**src/pkg/shadow_status_pkg.sv**
```systemverilog
// constants for the multi-port status shadow words
// assumes byte offsets within the local configuration space, 32-bit words
package shadow_status_pkg;

    localparam int CHAN_COUNT = 4;
    localparam int LEVEL_W = 8;
    localparam int CODE_W = 6;
    localparam int OFFSET_W = 8;

    // word offsets
    localparam logic [7:0] RX_LEVEL_WORD_OFS = 8'h10;
    localparam logic [7:0] TX_LEVEL_WORD_OFS = 8'h14;
    localparam logic [7:0] IRQ_SOURCE_WORD_OFS = 8'h18;
    localparam logic [7:0] GLOBAL_IRQ_STATUS_WORD_OFS = 8'h1C;

    // field layout of the interrupt source word
    localparam int GOOD_FLAG_LSB = 27;
    localparam int GLOBAL_GOOD_BIT = 31;

    // reset values
    localparam logic [7:0] LEVEL_RESET = 8'h00;
    localparam logic [5:0] CODE_RESET = 6'h01;
    localparam logic GOOD_RESET = 1'b1;

    // channel interrupt codes that still allow good data
    localparam logic [5:0] CODE_NONE_PENDING = 6'h01;
    localparam logic [5:0] CODE_RX_AVAILABLE = 6'h04;
    localparam logic [5:0] CODE_RX_TIMEOUT = 6'h0C;
    localparam logic [5:0] CODE_TX_HOLDING_EMPTY = 6'h02;

endpackage : shadow_status_pkg

```
**src/logic/uart_multiport_status_shadow.sv**
```systemverilog
// read-only shadow words gathering four channels' status for one burst read
// assumes a simple read strobe from the host target logic on core_clk
`timescale 1ns/1ps
`default_nettype none
// Contract
// offset 0x10 returns four 8-bit receive fill levels, channel 0 lowest, reset zero.
// offset 0x14 returns four 8-bit transmit fill levels, channel 0 lowest, reset zero.
// offset 0x18 holds four 6-bit interrupt codes at 5:0..23:18, reset 01h.
// good-data bits 27..30 need code none, rx available, timeout or tx empty.
// good-data also needs the channel receive-error indicator clear.
// good-data also needs the channel overrun indicator clear.
// bit 31 is the AND of the four good-data bits, one after reset.
// the four status words sit at consecutive offsets 10h to 1Ch.
// software reads receive levels before the interrupt source word.
// with good-data clear, software inspects the code; level 4+ needs normal handling.
// on receiver-status code, software reads line status then flushes the FIFO.
// fields track live channel state; reads have no side effect on channels.
module uart_multiport_status_shadow
    import shadow_status_pkg::*;
#(
    parameter int NUM_CHANNELS = 4
)
(
    // clock and reset
    input wire logic core_clk,
    input wire logic reset_n,
    // live channel state, channel 0 in the low slice
    input wire logic [4*shadow_status_pkg::LEVEL_W-1:0] rx_fill_count,
    input wire logic [4*shadow_status_pkg::LEVEL_W-1:0] tx_fill_count,
    input wire logic [4*shadow_status_pkg::CODE_W-1:0] channel_irq_code,
    input wire logic [3:0] line_status_rx_error,
    input wire logic [3:0] line_status_overrun,
    // register read port
    input wire logic rd_en,
    input wire logic [shadow_status_pkg::OFFSET_W-1:0] rd_addr,
    output logic [31:0] rd_data,
    output logic rd_valid,
    output logic rd_hit
);
    import shadow_status_pkg::*;

    // the word layout is fixed by the host's view; refuse any sizing the packing cannot serve
    if (NUM_CHANNELS != CHAN_COUNT)
    begin : g_bad_count
        $error("status words are laid out for exactly four channels");
    end

    if (CHAN_COUNT * LEVEL_W != 32)
    begin : g_bad_level_width
        $error("level fields must fill one 32-bit word exactly");
    end

    if (CHAN_COUNT * CODE_W > GOOD_FLAG_LSB)
    begin : g_bad_code_width
        $error("interrupt codes would overlap the good-data flags");
    end

    if (GOOD_FLAG_LSB + CHAN_COUNT != GLOBAL_GOOD_BIT)
    begin : g_bad_good_layout
        $error("global good-data bit must sit just above the channel flags");
    end

    if (CODE_W < 4)
    begin : g_bad_code_bits
        $error("code fields too narrow for the good-data code set");
    end

    if (OFFSET_W < 8)
    begin : g_bad_offset_width
        $error("read offset too narrow to reach the status words");
    end

    // good-data starts set only if the reset code means nothing pending
    if (CODE_RESET != CODE_NONE_PENDING)
    begin : g_bad_code_reset
        $error("reset interrupt code must be the no-interrupt code");
    end

    // a burst read walks the four words in steps of one 32-bit word
    if (RX_LEVEL_WORD_OFS[1:0] != 2'b00)
    begin : g_bad_align
        $error("status words must start on a word boundary");
    end

    if (TX_LEVEL_WORD_OFS != RX_LEVEL_WORD_OFS + 8'h04)
    begin : g_bad_tx_offset
        $error("transmit level word must follow the receive level word");
    end

    if (IRQ_SOURCE_WORD_OFS != TX_LEVEL_WORD_OFS + 8'h04)
    begin : g_bad_irq_offset
        $error("interrupt source word must follow the transmit level word");
    end

    if (GLOBAL_IRQ_STATUS_WORD_OFS != IRQ_SOURCE_WORD_OFS + 8'h04)
    begin : g_bad_gis_offset
        $error("global status slot must follow the interrupt source word");
    end

    // shadow outputs, channel 0 in the low slice
    logic [CHAN_COUNT*LEVEL_W-1:0] rx_lvl;
    logic [CHAN_COUNT*LEVEL_W-1:0] tx_lvl;
    logic [CHAN_COUNT*CODE_W-1:0] codes;
    logic [CHAN_COUNT-1:0] good;
    logic [31:0] rx_level_word;
    logic [31:0] tx_level_word;
    logic [31:0] irq_source_word;
    logic [31:0] global_irq_status_word;
    logic sel_rx;
    logic sel_tx;
    logic sel_irq;
    logic sel_gis;
    logic [31:0] word_d;
    logic hit_d;

    // one shadow per channel; reads never reach back into the channels
    for (genvar c = 0; c < CHAN_COUNT; c++)
    begin : g_chan
        channel_shadow u_shadow (
            .core_clk(core_clk),
            .reset_n(reset_n),
            .rx_fill_count(rx_fill_count[c*LEVEL_W +: LEVEL_W]),
            .tx_fill_count(tx_fill_count[c*LEVEL_W +: LEVEL_W]),
            .channel_irq_code(channel_irq_code[c*CODE_W +: CODE_W]),
            .line_status_rx_error(line_status_rx_error[c]),
            .line_status_overrun(line_status_overrun[c]),
            .rx_level_q(rx_lvl[c*LEVEL_W +: LEVEL_W]),
            .tx_level_q(tx_lvl[c*LEVEL_W +: LEVEL_W]),
            .code_q(codes[c*CODE_W +: CODE_W]),
            .good_q(good[c])
        );
    end

    // level words pass the shadows straight through, channel 0 in the low byte
    always_comb
    begin
        rx_level_word = rx_lvl;
        tx_level_word = tx_lvl;
    end

    // the global status word belongs to another block; its slot reads zero here
    assign global_irq_status_word = 32'h0000_0000;

    // reserved bits 26:24 read as zero
    always_comb
    begin
        irq_source_word = 32'h0000_0000;
        irq_source_word[CHAN_COUNT*CODE_W-1:0] = codes;
        irq_source_word[GOOD_FLAG_LSB +: CHAN_COUNT] = good;
        irq_source_word[GLOBAL_GOOD_BIT] = &good;
    end

    // offset decode kept apart from the data mux; selects are one-hot by construction
    always_comb
    begin
        sel_rx = (rd_addr == RX_LEVEL_WORD_OFS);
        sel_tx = (rd_addr == TX_LEVEL_WORD_OFS);
        sel_irq = (rd_addr == IRQ_SOURCE_WORD_OFS);
        sel_gis = (rd_addr == GLOBAL_IRQ_STATUS_WORD_OFS);
    end

    // unmapped offsets read zero and report no hit rather than aliasing a word
    always_comb
    begin
        word_d = 32'h0000_0000;
        hit_d = sel_rx || sel_tx || sel_irq || sel_gis;
        if (sel_rx)
        begin
            word_d = rx_level_word;
        end
        else if (sel_tx)
        begin
            word_d = tx_level_word;
        end
        else if (sel_irq)
        begin
            word_d = irq_source_word;
        end
        else if (sel_gis)
        begin
            word_d = global_irq_status_word;
        end
    end

    // answer strobe: one pulse for every accepted read, fixed one-cycle latency
    always_ff @(posedge core_clk)
    begin
        if (!reset_n)
        begin
            rd_valid <= 1'b0;
        end
        else
        begin
            rd_valid <= rd_en;
        end
    end

    // hit flag travels with the strobe so the host can spot a stray offset
    always_ff @(posedge core_clk)
    begin
        if (!reset_n)
        begin
            rd_hit <= 1'b0;
        end
        else
        begin
            rd_hit <= rd_en && hit_d;
        end
    end

    // a read only captures the shadows, so the channels never see it;
    // the data holds between reads so a slow host can still pick it up
    always_ff @(posedge core_clk)
    begin
        if (!reset_n)
        begin
            rd_data <= 32'h0000_0000;
        end
        else if (rd_en)
        begin
            rd_data <= word_d;
        end
    end
endmodule : uart_multiport_status_shadow
`default_nettype wire

```
**src/logic/channel_shadow.sv**
```systemverilog
// per-channel shadow of fill counts, interrupt code and good-data flag
// assumes channel inputs synchronous to core_clk
`timescale 1ns/1ps
`default_nettype none
module channel_shadow
    import shadow_status_pkg::*;
(
    // clock and reset
    input wire logic core_clk,
    input wire logic reset_n,
    // live channel state
    input wire logic [LEVEL_W-1:0] rx_fill_count,
    input wire logic [LEVEL_W-1:0] tx_fill_count,
    input wire logic [CODE_W-1:0] channel_irq_code,
    input wire logic line_status_rx_error,
    input wire logic line_status_overrun,
    // shadowed state
    output logic [LEVEL_W-1:0] rx_level_q,
    output logic [LEVEL_W-1:0] tx_level_q,
    output logic [CODE_W-1:0] code_q,
    output logic good_q
);
    logic code_ok;
    logic good_d;

    always_comb
    begin
        code_ok = (channel_irq_code == CODE_NONE_PENDING) ||
                  (channel_irq_code == CODE_RX_AVAILABLE) ||
                  (channel_irq_code == CODE_RX_TIMEOUT) ||
                  (channel_irq_code == CODE_TX_HOLDING_EMPTY);
        good_d = code_ok && !line_status_rx_error
                 && !line_status_overrun;
    end

    // shadows follow the live state every cycle, nothing here feeds back
    always_ff @(posedge core_clk)
    begin
        if (!reset_n)
        begin
            rx_level_q <= LEVEL_RESET;
            tx_level_q <= LEVEL_RESET;
            code_q <= CODE_RESET;
            good_q <= GOOD_RESET;
        end
        else
        begin
            rx_level_q <= rx_fill_count;
            tx_level_q <= tx_fill_count;
            code_q <= channel_irq_code;
            good_q <= good_d;
        end
    end
endmodule : channel_shadow
`default_nettype wire

```
**config.mk**
```make
export PLATFORM = sky130hd
export DESIGN_NAME = uart_multiport_status_shadow
export DESIGN_NICKNAME = d
export VERILOG_FILES = /design/src/pkg/shadow_status_pkg.sv /design/src/logic/uart_multiport_status_shadow.sv /design/src/logic/channel_shadow.sv
export SDC_FILE = /design/constraint.sdc
export NUM_CORES = 1
export LEC_CHECK = 0
export BUFFER_PORTS_ARGS = -buffer_cell sky130_fd_sc_hd__buf_2
export CORE_MARGIN = 2
export CORE_UTILIZATION = 55
export CTS_BUF_LIST = sky130_fd_sc_hd__clkbuf_2 sky130_fd_sc_hd__clkbuf_4 sky130_fd_sc_hd__clkbuf_8
export DETAILED_ROUTE_END_ITERATION = 8
export GPL_TIMING_DRIVEN = 0
export PLACE_DENSITY = 0.92
export SYNTH_ARGS = -nofsm -noshare
export SYNTH_HDL_FRONTEND = slang
export SYNTH_HIERARCHICAL = 1
export SYNTH_SLANG_ARGS = --single-unit
```
**constraint.sdc**
```tcl
create_clock -name core_clk -period 1.8 [get_ports core_clk]
set_clock_uncertainty 0.1 [all_clocks]
set_input_delay 0.09 -clock core_clk [delete_from_list [all_inputs] [get_ports core_clk]]
set_output_delay 0.09 -clock core_clk [all_outputs]
set_load 0.03 [all_outputs]
```
Yosys cells after proc, flatten, opt, wreduce, memory -nomap -nowiden
Cells that the tools add are included.
Storage, ports and cells
  flip-flop bits (word level): 126
  output and inout port bits: 34
  input port bits: 107
  word-level logic and storage cells: 75
Cells by class
  reductions and logical operators: 33
  multiplexer cells: 3
  equal/unequal tests: 20
Operator list (count)
  32-bit 2-to-1 mux: 3
  8-bit by 5-bit == test with 1-bit output (second input constant): 4
  6-bit by 1-bit == test with 1-bit output (second input constant): 4
  6-bit by 2-bit == test with 1-bit output (second input constant): 4
  6-bit by 3-bit == test with 1-bit output (second input constant): 4
  6-bit by 4-bit == test with 1-bit output (second input constant): 4
  1-bit logical OR: 15
  1-bit logical AND: 9
  1-bit logical NOT: 8
  4-bit AND reduction: 1

Depth between registers and ports, before layout
Gate-level depths: netlist of run 1.
  depth in word-level cells: 6
  mapped depth: 6
  depth with buffers taken out: 3

Cells and area by module
The synthesis of run 1 kept the hierarchy.
By module, submodules not included
  channel_shadow: sequential area each 460.4 µm², area each 649.4 µm², times used 4, cells each 53
  uart_multiport_status_shadow: sequential area each 680.7 µm², area each 1809.2 µm², times used 1, cells each 163

Worst setup path before layout of run 1
OpenSTA, ideal clock, no wires.
  path type: input -> register
  start point: input port rd_addr[3] in the netlist's numbering
  end point: register rd_data[10]
  buffers on the path: 2
  arrival: 925 ps
  slack: 658 ps
  data required time: 1583 ps
  library setup time: 117 ps
  stages: 5
  cells stage by stage: buf_2 > buf_2 > mux2i_1 > o2bb2ai_1 > a32o_1
On the way
  longest elaborated chain between the ends: 4
  elaborated cells on any way between the ends: 6
  those cells by class: eq/ne: 3; mux: 3
RTL lines
  start: declaration: line uart_multiport_status_shadow.sv:35  | input wire logic [shadow_status_pkg::OFFSET_W-1:0] rd_addr,
  8-bit by 5-bit == test with 1-bit output: line uart_multiport_status_shadow.sv:158  | sel_irq = (rd_addr == IRQ_SOURCE_WORD_OFS);
  32-bit 2-to-1 mux: line uart_multiport_status_shadow.sv:175  | else if (sel_irq)
  32-bit 2-to-1 mux: line uart_multiport_status_shadow.sv:171  | else if (sel_tx)
  32-bit 2-to-1 mux (*): line uart_multiport_status_shadow.sv:167  | if (sel_rx)
  end signal: assignment: line uart_multiport_status_shadow.sv:221  | rd_data <= word_d;
  end: declaration: line uart_multiport_status_shadow.sv:36  | output logic [31:0] rd_data,
Mark *: on every way between the ends. The rest lies on a longest branch, timed or not.
A chain may end at the register's enable or synchronous reset.

Final worst setup path of run 1
  start point: input port channel_irq_code[11] in the netlist's numbering
  end point: register g_chan[1].u_shadow.good_q
On the way
  longest elaborated chain between the ends: 6
  elaborated cells on any way between the ends: 9
  those cells by class: eq/ne: 4; reduce/logical: 5
RTL lines
  start: declaration: line uart_multiport_status_shadow.sv:30  | input wire logic [4*shadow_status_pkg::CODE_W-1:0] channel_irq_code,
  6-bit by 1-bit == test with 1-bit output / 6-bit by 3-bit == test with 1-bit output (equally long branches): line channel_shadow.sv:28, channel_shadow.sv:29
  1-bit logical OR: line channel_shadow.sv:28  | code_ok = (channel_irq_code == CODE_NONE_PENDING) ||
  1-bit logical OR: line channel_shadow.sv:29  | (channel_irq_code == CODE_RX_AVAILABLE) ||
  1-bit logical OR (*): line channel_shadow.sv:30  | (channel_irq_code == CODE_RX_TIMEOUT) ||
  1-bit logical AND (*): line channel_shadow.sv:32  | good_d = code_ok && !line_status_rx_error
  1-bit logical AND (*): line channel_shadow.sv:33  | && !line_status_overrun;
  end signal: assignment: line channel_shadow.sv:51  | good_q <= good_d;
  end: declaration: line channel_shadow.sv:21  | output logic good_q
Marked as above.

==> flow_summary.json, run 1 <==
{
  "die_width_um": 93.5,
  "synthFlopType": "dfxtp_1",
  "syn_to_final_growth_pct": 52.0,
  "vias": 4117,
  "drtIter0Drc": 226,
  "dp_hpwl_um": 7560,
  "vdd_drop_max_mv": 0.634,
  "final_cells": 753,
  "synth_commonest_cells": "dfxtp_1 (126), and2_1 (81), a32o_1 (29), mux2i_1 (29), o2bb2ai_1 (28)",
  "rsz0062_at_grt": "no",
  "slowest_delay_ns": 0.58,
  "cp_top_family": "buffers and inverters",
  "critPathLaunchType": "input pin",
  "cp.required_ns": 2.05,
  "grt_max_degree": 22,
  "synth.distinct_cells": 27,
  "period_share_pct": 100,
  "root_buffer": "clkbuf_8",
  "synth_warnings": 6,
  "post_route_cells_drive_above_1_share_pct": 30.1,
  "worst_slack_ns": -0.00638,
  "yosysMostFrequentCell": "dfxtp_1",
  "slew_headroom_pct": 63.9,
  "vias_per_cell": 5.47,
  "worst_pin_slew_ns": 0.541,
  "die_y_um": 93.5,
  "wirelength_um": 14600,
  "rows": 32,
  "final_area_um2": 6700,
  "drt-pass1-iter-count": 4,
  "layout.nets": 745,
  "syn_area_um2": 4410,
  "antenna_found_initial": 0,
  "worstPathArrival_ns": 2.06,
  "yosysSeqAreaShare_pct": 57.2,
  "maxSlewViolCount": 0,
  "p_leak_nw": 2.92,
  "setup_violations": 1,
  "initial_core_util_pct": 57.0,
  "synthTopCellsByArea": "dfxtp_1 (57%), and2_1 (11%), a32o_1 (6.6%), mux2i_1 (6.6%), o2bb2ai_1 (5.6%)",
  "cts_sinks": 126,
  "grt_pass1_vias": 4429,
  "overflow": 0,
  "clkLatencyLatePin_ns": 0.42,
  "fillCellCount": 364,
  "cts_buffers": 17,
  "violations": "negative setup slack",
  "clock_path_buffers": 2,
  "placedCellCount": 615,
  "end_kind": "flop",
  "cp_max_fo": 2,
  "wl_per_cell_um": 19.4,
  "p_per_area_nw_per_um2": 903,
  "clk_pin_slew_ns": 0.07,
  "path_cells": "dlygate4sd3_1, buf_2, or4_4, o21ai_2, dlygate4sd3_1",
  "hp-class": "input pin to flop",
  "crit_type": "input pin to flop",
  "avgSynthCellArea_um2": 11.8,
  "remaining_drc_errors": 0,
  "ios": 141,
  "ant_nets": 0,
  "grt.total_usage_pct": 34.3,
  "cp_common_cell": "dlygate4sd3_1",
  "max-cap-violations": 0,
  "slowest_stage": "dlygate4sd3_1",
  "yosysTopAreaCell": "dfxtp_1",
  "gp_congestion": 0.810,
  "regArea_um2": 2520,
  "synth_edf_count": 0,
  "n_antenna_cell": 0,
  "port_buffers": 138,
  "h-tree-depth": 4,
  "place_area_um2": 5230,
  "min_period_ns": 1.81,
  "grt_pass1_wl_um": 22200,
  "outcome": "finished, violations left",
  "hold_viol": 0,
  "syn_nets": 482,
  "fmax_ghz": 0.554,
  "die-area_um2": 8740,
  "synth_cells": 375,
  "crit_buf_inv": 3,
  "dpl_worst_slack_ns": 0.155,
  "synth_seq_cells": 126,
  "cts_tree": "done",
  "multi_input_area_um2": 1730,
  "coreArea_um2": 7730,
  "async_flop_share_pct": 0,
  "synth_top_area_share_pct": 57.2
}
[stage by stage]
step | hold slack, ns | setup TNS [ns] | utilization (%) | total power (W)
6_report | 0.0783 | -0.00638 | 86.7 | 0.00605
5_1_grt | 0.0481 | 0 | 86.7 | 0.00624
4_1_cts | 0.0370 | 0 | 86.5 | 0.00599
3_5_place_dp | 0.192 | 0 | 67.6 | 0.00344
3_3_place_gp | 0.192 | 0 | 67.6 | 0.00341
2_1_floorplan | 0.0630 | 0 | - | 0.00323
[logic make-up (layout without fill, tap and decap cells)]
logic type      Yosys count  in the layout  share of synthesized area, %
flops                   126            126                          57.2
simple gates            122            122                          18.3
compound gates           65             65                          13.3
mux                      32             32                          7.35
buf+inv                  30            306                          3.86
[final timing paths]
check / startpoint / to / slack [ns] / cells after the start
worst max-delay path: channel_irq_code[11] / g_chan[1].u_shadow/good_q$_SDFF_PN1_ / -0.006 / 5
worst min-delay path: rd_addr[7] / rd_hit$_SDFF_PN0_ / 0.08 / 4
worst max register to register: g_chan[3].u_shadow/code_q[1]$_SDFF_PN0_ / rd_data[19]$_SDFFE_PN0P_ / 0.66 / 3
worst min register to register: rd_data[24]$_SDFFE_PN0P_ / rd_data[24]$_SDFFE_PN0P_ / 0.39 / 2
[area by class of cell]
class                           instances  area share (%)
Timing Repair Buffer                  244            26.1
Inverter                                1          0.0560
Multi-Input combinational cell        219            25.8
Tap cell                              102            1.91
Buffer                                 29            2.48
Sequential cell                       126            37.7
Clock buffer                           19            3.90
Clock inverter                         13            2.09
[what timing repair did]
| action | 4_1_cts | 5_1_grt |
|---|---|---|
| setup buffers | 0 | 0 |
| endpoints found under the hold margin | 96 | 1 |
| hold buffers | 106 | 1 |
| endpoints found under the setup margin | 0 | 2 |
| gates resized for setup | 0 | 3 |
[state kept, by name, summed over array words and instances (netlist names)]
| name | flops |
|---|---|
| g_chan.u_shadow/good_q | 4 |
| rd_valid | 1 |
| g_chan.u_shadow/tx_level_q | 32 |
| rd_data | 32 |
| g_chan.u_shadow/code_q | 24 |
| rd_hit | 1 |
| g_chan.u_shadow/rx_level_q | 32 |
[worst min-delay path: stages]
cell	delay, ns
buf_2	0.07
nor2_1	0.05
and3_4	0.17
buf_6	0.14
[layout by cell type (no fill, tap or decap), drive strengths merged, types with 2 or more instances in the layout]
cell type / Yosys / final
buf: 14 / 152
dfxtp: 126 / 126
dlygate4sd3: 0 / 106
and2: 85 / 85
clkbuf: 15 / 34
mux2i: 29 / 29
a32o: 29 / 29
o2bb2ai: 28 / 28
nor4b: 9 / 9
clkinvlp: 0 / 7
nand2: 4 / 4
nand2b: 4 / 4
nor3b: 4 / 4
nor3: 4 / 4
or4: 4 / 4
o21ai: 4 / 4
mux2: 3 / 3
nand4: 3 / 3
a21boi: 3 / 3
clkinv: 0 / 3
nor2b: 2 / 2
bufinv: 0 / 2
inv: 1 / 2
[metal layers]
layer	up-vias	GRT usage, %	part of all wire (%)
met5	-	0	0
met4	0	13.4	3.1
met3	44	10.6	7.2
met2	213	63.7	52
met1	1986	35.8	38
li1	1874	-	-
[power by group]
group	total, W	switching, W	internal, W
registers	0.00294	0.0000406	0.00290
clock network	0.00245	0.00114	0.00130
logic	0.000664	0.000291	0.000373
(Power assumes the default switching activity.)
==> inputs of run 2 (changes only) <==
--- a/config.mk
+++ b/config.mk
@@ -7,11 +7,11 @@
 export LEC_CHECK = 0
 export BUFFER_PORTS_ARGS = -buffer_cell sky130_fd_sc_hd__buf_2
 export CORE_MARGIN = 2
-export CORE_UTILIZATION = 55
-export CTS_BUF_LIST = sky130_fd_sc_hd__clkbuf_2 sky130_fd_sc_hd__clkbuf_4 sky130_fd_sc_hd__clkbuf_8
+export CORE_UTILIZATION = 40
+export CTS_BUF_LIST = sky130_fd_sc_hd__clkbuf_2
 export DETAILED_ROUTE_END_ITERATION = 8
 export GPL_TIMING_DRIVEN = 0
-export PLACE_DENSITY = 0.92
+export PLACE_DENSITY = 0.72
 export SYNTH_ARGS = -nofsm -noshare
 export SYNTH_HDL_FRONTEND = slang
 export SYNTH_HIERARCHICAL = 1
==> run 2 against run 1 <==
  * Synthesized area did not move
  * The flow now stops in clock tree synthesis
  * Synthesized cell count did not move
==> flow_summary.json, run 2 <==
{
  "initial_core_util_pct": 40.8,
  "yosysTopAreaCell": "dfxtp_1",
  "hold_buffers": 138,
  "syn_area_um2": 4410,
  "postCtsResizedCells": 0,
  "stop_stage": "clock tree synthesis",
  "synth_commonest_cells": "dfxtp_1 (126), and2_1 (81), a32o_1 (29), mux2i_1 (29), o2bb2ai_1 (28)",
  "stop_error": "[ERROR RSZ-0060] Max buffer count reached.",
  "synth_edf_count": 0,
  "die_width_um": 109,
  "syn_nets": 482,
  "dp_hpwl_um": 7820,
  "async_flop_share_pct": 0,
  "synthFlopType": "dfxtp_1",
  "port_buffers": 138,
  "clock_path_buffers": 2,
  "ios": 141,
  "post_cts_buffers": 0,
  "synth_seq_cells": 126,
  "yosysMostFrequentCell": "dfxtp_1",
  "cts_sinks": 126,
  "die_y_um": 109,
  "outcome": "aborted with a tool error",
  "synth_cells": 375,
  "synth.distinct_cells": 27,
  "synthTopCellsByArea": "dfxtp_1 (57%), and2_1 (11%), a32o_1 (6.6%), mux2i_1 (6.6%), o2bb2ai_1 (5.6%)",
  "yosysSeqAreaShare_pct": 57.2,
  "avgSynthCellArea_um2": 11.8,
  "rows": 38,
  "root_buffer": "clkbuf_2",
  "gp_congestion": 0.758,
  "synth_warnings": 6,
  "cts_buffers": 17,
  "synth_top_area_share_pct": 57.2,
  "h-tree-depth": 4
}
[run 2: through the flow]
step                      cell area (um2)  cells  setup WS, ns  hold slack, ns  util [%]
after detailed placement             5270    653        0.0740           0.199      48.9
after global placement               5270    653         0.112           0.198      48.9
after floorplan                      4410    375         0.658          0.0630         -
[run 2: cells by family after synthesis]
logic type / count (synthesis) / share of synthesized area (%)
flip-flops: 126 / 57.2
AND/OR/NAND/NOR: 122 / 18.3
AO/OA/AOI/OAI: 65 / 13.3
multiplexers: 32 / 7.35
buffers and inverters: 30 / 3.86
==> inputs of run 3 (changes only) <==
--- a/config.mk
+++ b/config.mk
@@ -7,11 +7,10 @@
 export LEC_CHECK = 0
 export BUFFER_PORTS_ARGS = -buffer_cell sky130_fd_sc_hd__buf_2
 export CORE_MARGIN = 2
-export CORE_UTILIZATION = 40
-export CTS_BUF_LIST = sky130_fd_sc_hd__clkbuf_2
+export CORE_UTILIZATION = 25
 export DETAILED_ROUTE_END_ITERATION = 8
 export GPL_TIMING_DRIVEN = 0
-export PLACE_DENSITY = 0.72
+export PLACE_DENSITY_LB_ADDON = 0.15
 export SYNTH_ARGS = -nofsm -noshare
 export SYNTH_HDL_FRONTEND = slang
 export SYNTH_HIERARCHICAL = 1
==> run 3 against run 2 <==
  * The run now ends clean
==> flow_summary.json, run 3 (same netlist as run 1, synthesis figures left out) <==
{
  "slew_headroom_pct": 59.2,
  "vias_per_cell": 4.26,
  "grt.total_usage_pct": 14.7,
  "initial_core_util_pct": 25.6,
  "multi_input_area_um2": 1710,
  "n_antenna_cell": 0,
  "crit_type": "input pin to flop",
  "port_buffers": 138,
  "max-cap-violations": 0,
  "cts_tree": "done",
  "vdd_drop_max_mv": 0.632,
  "antenna_found_initial": 0,
  "layout.nets": 742,
  "h-tree-depth": 4,
  "layout_commonest_cell": "buf_2",
  "grt_pass1_vias": 3844,
  "overflow": 0,
  "setup_violations": 0,
  "period_share_pct": 96.7,
  "die_width_um": 137,
  "path_cells": "dlygate4sd3_1, buf_2, or4_1, dlygate4sd3_1, o21ai_1",
  "hp-class": "input pin to flop",
  "root_buffer": "clkbuf_16",
  "crit_buf_inv": 3,
  "syn_to_final_growth_pct": 60.3,
  "vias": 3721,
  "hold_viol": 0,
  "postCtsResizedCells": 0,
  "cp_top_family": "buffers and inverters",
  "final_core_util_pct": 41.0,
  "slowest_stage": "dlygate4sd3_1",
  "cts_buffers": 17,
  "p_per_area_nw_per_um2": 1030,
  "final_cell_mix": "buf_2 (145), dfxtp_1 (126), dlygate4sd3_1 (103)",
  "clock_path_buffers": 2,
  "outcome": "finished clean",
  "gp_congestion": 0.727,
  "worst_pin_slew_ns": 0.612,
  "grt_max_degree": 22,
  "regArea_um2": 2520,
  "die-area_um2": 18700,
  "wl_per_cell_um": 15.4,
  "cp.required_ns": 2.04,
  "ios": 141,
  "rr_startpoint": "g_chan[0].u_shadow/code_q[1]$_SDFF_PN0_",
  "clkLatencyLatePin_ns": 0.42,
  "drtIter0Drc": 89,
  "clk_pin_slew_ns": 0.05,
  "min_from": "rd_addr[4]",
  "fmax_ghz": 0.574,
  "drt-pass1-iter-count": 4,
  "critPathLaunchType": "input pin",
  "post_route_cells_drive_above_1_share_pct": 29.6,
  "maxSlewViolCount": 0,
  "cp_common_cell": "dlygate4sd3_1",
  "min_period_ns": 1.74,
  "cp_max_fo": 2,
  "rsz0062_at_grt": "no",
  "setup.worst_path.start": "channel_irq_code[5]",
  "cts_sinks": 126,
  "ant_nets": 0,
  "dp_hpwl_um": 9090,
  "end_kind": "flop",
  "slowest_delay_ns": 0.58,
  "p_total_w": 0.00728,
  "remaining_drc_errors": 0,
  "reg_top3": "g_chan.u_shadow/rx_level_q x32, g_chan.u_shadow/tx_level_q x32, rd_data x32",
  "rows": 48,
  "worstPathArrival_ns": 1.99,
  "grt_pass1_wl_um": 20100,
  "fillCellCount": 1692,
  "die_y_um": 137,
  "wirelength_um": 13400,
  "coreArea_um2": 17200,
  "p_leak_nw": 3.03
}
run 3: routing by layer:
layer | track usage, % | part of all wire, % | vias up
met5 | 0 | 0 | -
met3 | 4.74 | 5.3 | 17
met2 | 24.0 | 47 | 109
met4 | 5.56 | 1.5 | 0
met1 | 18.1 | 46 | 1723
li1 | - | - | 1872
run 3: what timing repair did:
| action | CTS | global route |
|---|---|---|
| endpoints found under the setup margin | 0 | 1 |
| endpoints found under the hold margin | 96 | 3 |
| buffers inserted | 0 | 0 |
| hold buffers | 102 | 2 |
run 3: stage by stage:
stage / instances / worst slack, ns / instance area (um2) / TNS (ns) / hold slack, ns
global placement: 738 / -0.0847 / 5380 / -1.96 / 0.199
floorplan: 375 / 0.658 / 4410 / 0 / 0.0630
detailed placement: 738 / -0.160 / 5380 / -3.53 / 0.200
finish: 873 / 0.0587 / 7060 / 0 / 0.0102
CTS: 872 / 0.0665 / 7050 / 0 / 0.0165
global route: 873 / 0.00467 / 7060 / 0 / 0.0198
run 3: cell type report:
class | count | share of cell area, %
repair buffers | 241 | 24.4
multi-input cells | 219 | 24.3
flip-flops and latches | 126 | 35.7
clock buffers | 23 | 7.05
inverters | 1 | 0.0531
clock inverters | 9 | 2.20
well taps | 225 | 3.99
plain buffers | 29 | 2.36
run 3: worst reg2reg max path: stages (launching register included):
cell and delay, ns:
dfxtp_1 0.30, mux2i_1 0.24, o2bb2ai_1 0.11, a32o_1 0.21
run 3: final timing paths:
| kind | to | cells after the start | slack (ns) |
|---|---|---|---|
| setup / recovery | g_chan[0].u_shadow/good_q$_SDFF_PN1_ | 5 | 0.06 |
| hold / removal | rd_data[25]$_SDFFE_PN0P_ | 4 | 0.01 |
| setup reg to reg | rd_data[1]$_SDFFE_PN0P_ | 3 | 0.74 |
| hold reg to reg | rd_data[26]$_SDFFE_PN0P_ | 2 | 0.38 |
run 3: power by group:
part	leakage, nW	switching, W	internal [W]
registers	1.04	0.0000312	0.00290
logic	1.68	0.000265	0.000366
clock network	0.308	0.00122	0.00250
==> inputs of run 4 (changes only) <==
--- a/config.mk
+++ b/config.mk
@@ -6,6 +6,7 @@
 export NUM_CORES = 1
 export LEC_CHECK = 0
 export BUFFER_PORTS_ARGS = -buffer_cell sky130_fd_sc_hd__buf_2
+export CORE_ASPECT_RATIO = 0.7
 export CORE_MARGIN = 2
 export CORE_UTILIZATION = 25
 export DETAILED_ROUTE_END_ITERATION = 8
==> run 4 against run 3 <==
  * Worst setup slack lost 0.0046 ns
  * Power grew 1.1%
  * Non-clock buffer count shrank 2
  * Combinational power is essentially flat
  * First-iteration DRC count grew 78%
  * Worst hold slack lost 0.0065 ns
  * Utilization grew 0.091 points
  * Cell area grew 0.11%
  * Sequential power is essentially flat
==> flow_summary.json, run 4 (same netlist as run 1, synthesis figures left out) <==
{
  "reg2reg_to": "rd_data[31]$_SDFFE_PN0P_",
  "syn_to_final_growth_pct": 60.4,
  "period_share_pct": 97.0,
  "worstPathArrival_ns": 1.98,
  "fmax_ghz": 0.573,
  "die_y_um": 115,
  "pwr-share-clk_pct": 51.6,
  "gp_congestion": 0.727,
  "rows": 40,
  "min_to": "rd_data[24]$_SDFFE_PN0P_",
  "crit_type": "input pin to flop",
  "setup.worst_path.start": "channel_irq_code[17]",
  "reg2reg_slack_ns": 0.78,
  "place_area_um2": 5390,
  "final_cell_mix": "buf_2 (145), dfxtp_1 (126), dlygate4sd3_1 (101)",
  "end_kind": "flop",
  "p_int_w": 0.00586,
  "root_buffer": "clkbuf_16",
  "grt_max_degree": 22,
  "die-area_um2": 18700,
  "overflow": 0,
  "dp_hpwl_um": 9150,
  "final_area_um2": 7070,
  "clkLatencyLatePin_ns": 0.41,
  "hold_viol": 0,
  "grt.total_usage_pct": 15.2,
  "max-cap-violations": 0,
  "whs_path_depth": 4,
  "die_width_um": 163,
  "vias_per_cell": 4.22,
  "hold_slack_ns": 0.00370,
  "reg_top3": "g_chan.u_shadow/rx_level_q x32, g_chan.u_shadow/tx_level_q x32, rd_data x32",
  "wirelength_um": 13500,
  "n_antenna_cell": 0,
  "remaining_drc_errors": 0,
  "seq_power_share_pct": 39.9,
  "cp_max_fo": 2,
  "dpl_worst_slack_ns": -0.0675,
  "clk_pin_slew_ns": 0.06,
  "rsz0062_at_grt": "no",
  "h-tree-depth": 4,
  "drt-pass1-iter-count": 4,
  "grt-busiest-layer": "met2",
  "post_route_cells_drive_above_1_share_pct": 30.2,
  "use_met3_pct": 4.58,
  "vdd_drop_max_mv": 0.440,
  "slew_headroom_pct": 61.5,
  "grt_pass1_wl_um": 21300,
  "ant_nets": 0,
  "grt_pass1_vias": 3983,
  "final_core_util_pct": 41.1,
  "r2r_cells": 3,
  "setup_violations": 0,
  "cts_sinks": 126,
  "critPathLaunchType": "input pin",
  "grtUsageMet2_pct": 23.6,
  "ios": 141,
  "pwr-share-comb_pct": 8.5,
  "min_period_ns": 1.75,
  "rr_startpoint": "g_chan[3].u_shadow/tx_level_q[7]$_SDFF_PN0_",
  "p_leak_nw": 3.05,
  "swShare_pct": 20.4,
  "coreArea_um2": 17200,
  "clock_path_buffers": 2,
  "worst_slack_ns": 0.0542,
  "use_met1_pct": 20.6,
  "antenna_found_initial": 1,
  "min_from": "rd_addr[3]",
  "vias": 3705,
  "worst_pin_slew_ns": 0.578,
  "p_switching_w": 0.00150,
  "wl_per_cell_um": 15.4,
  "p_per_area_nw_per_um2": 1040,
  "cp.required_ns": 2.03,
  "initial_core_util_pct": 25.6,
  "outcome": "finished clean",
  "hp-class": "input pin to flop",
  "cts_tree": "done",
  "layout_commonest_cell": "buf_2",
  "port_buffers": 138,
  "cts_buffers": 17,
  "drtIter0Drc": 158,
  "p_total_w": 0.00736,
  "maxSlewViolCount": 0,
  "layout.nets": 740
}
==> run 4: final cells by class <==
type	count	area, um2
repair buffers	239	1700
flip-flops and latches	126	2520
plain buffers	29	166
well taps	231	289
clock inverters	11	185
inverters	1	3.75
multi-input cells	219	1720
clock buffers	21	480
fillers	1721	10100
==> run 4: worst max-delay path, stage by stage <==
cell	delay [ns]
dlygate4sd3_1	0.53
buf_2	0.13
or4_1	0.50
dlygate4sd3_1	0.58
o21ai_2	0.16
==> run 4: repair_timing <==
action | 4_1_cts | 5_1_grt
endpoints found under the setup margin | 0 | 3
setup buffers | 0 | 0
hold endpoints to repair | 96 | 1
hold buffers | 101 | 1
resized for setup | 0 | 2
==> run 4: stage by stage <==
stage,cells,setup TNS [ns]
floorplan,375,0
global placement,744,-0.729
detailed placement,744,-1.29
CTS,877,0
global route,877,0
finish,877,0
==> run 4: power by group through the flow <==
stage               Combinational [W]  Clock (W)  Sequential, W
floorplan                    0.000239          0        0.00299
global placement             0.000461          0        0.00299
detailed placement           0.000465          0        0.00300
CTS                          0.000632    0.00387        0.00294
global route                 0.000698    0.00402        0.00295
finish                       0.000628    0.00380        0.00294
==> run 4: how the worst max path moves through the flow <==
stage | end | slack, ns | depth (start not counted)
after global routing | g_chan[3].u_shadow/good_q$_SDFF_PN1_ | 0.002 | 5
after floorplan | rd_data[10]$_SDFFE_PN0P_ | 0.66 | 5
after CTS | g_chan[0].u_shadow/good_q$_SDFF_PN1_ | 0.04 | 5
after global placement | rd_data[18]$_SDFFE_PN0P_ | -0.04 | 4
final | g_chan[2].u_shadow/good_q$_SDFF_PN1_ | 0.05 | 5
after detailed placement | rd_data[26]$_SDFFE_PN0P_ | -0.07 | 4
==> run 4: per-layer routing <==
layer | up-vias | wire (um)
li1 | 1862 | -
met3 | 10 | 857
met1 | 1717 | 6810
met2 | 116 | 5690
met4 | 0 | 110
met5 | - | 0
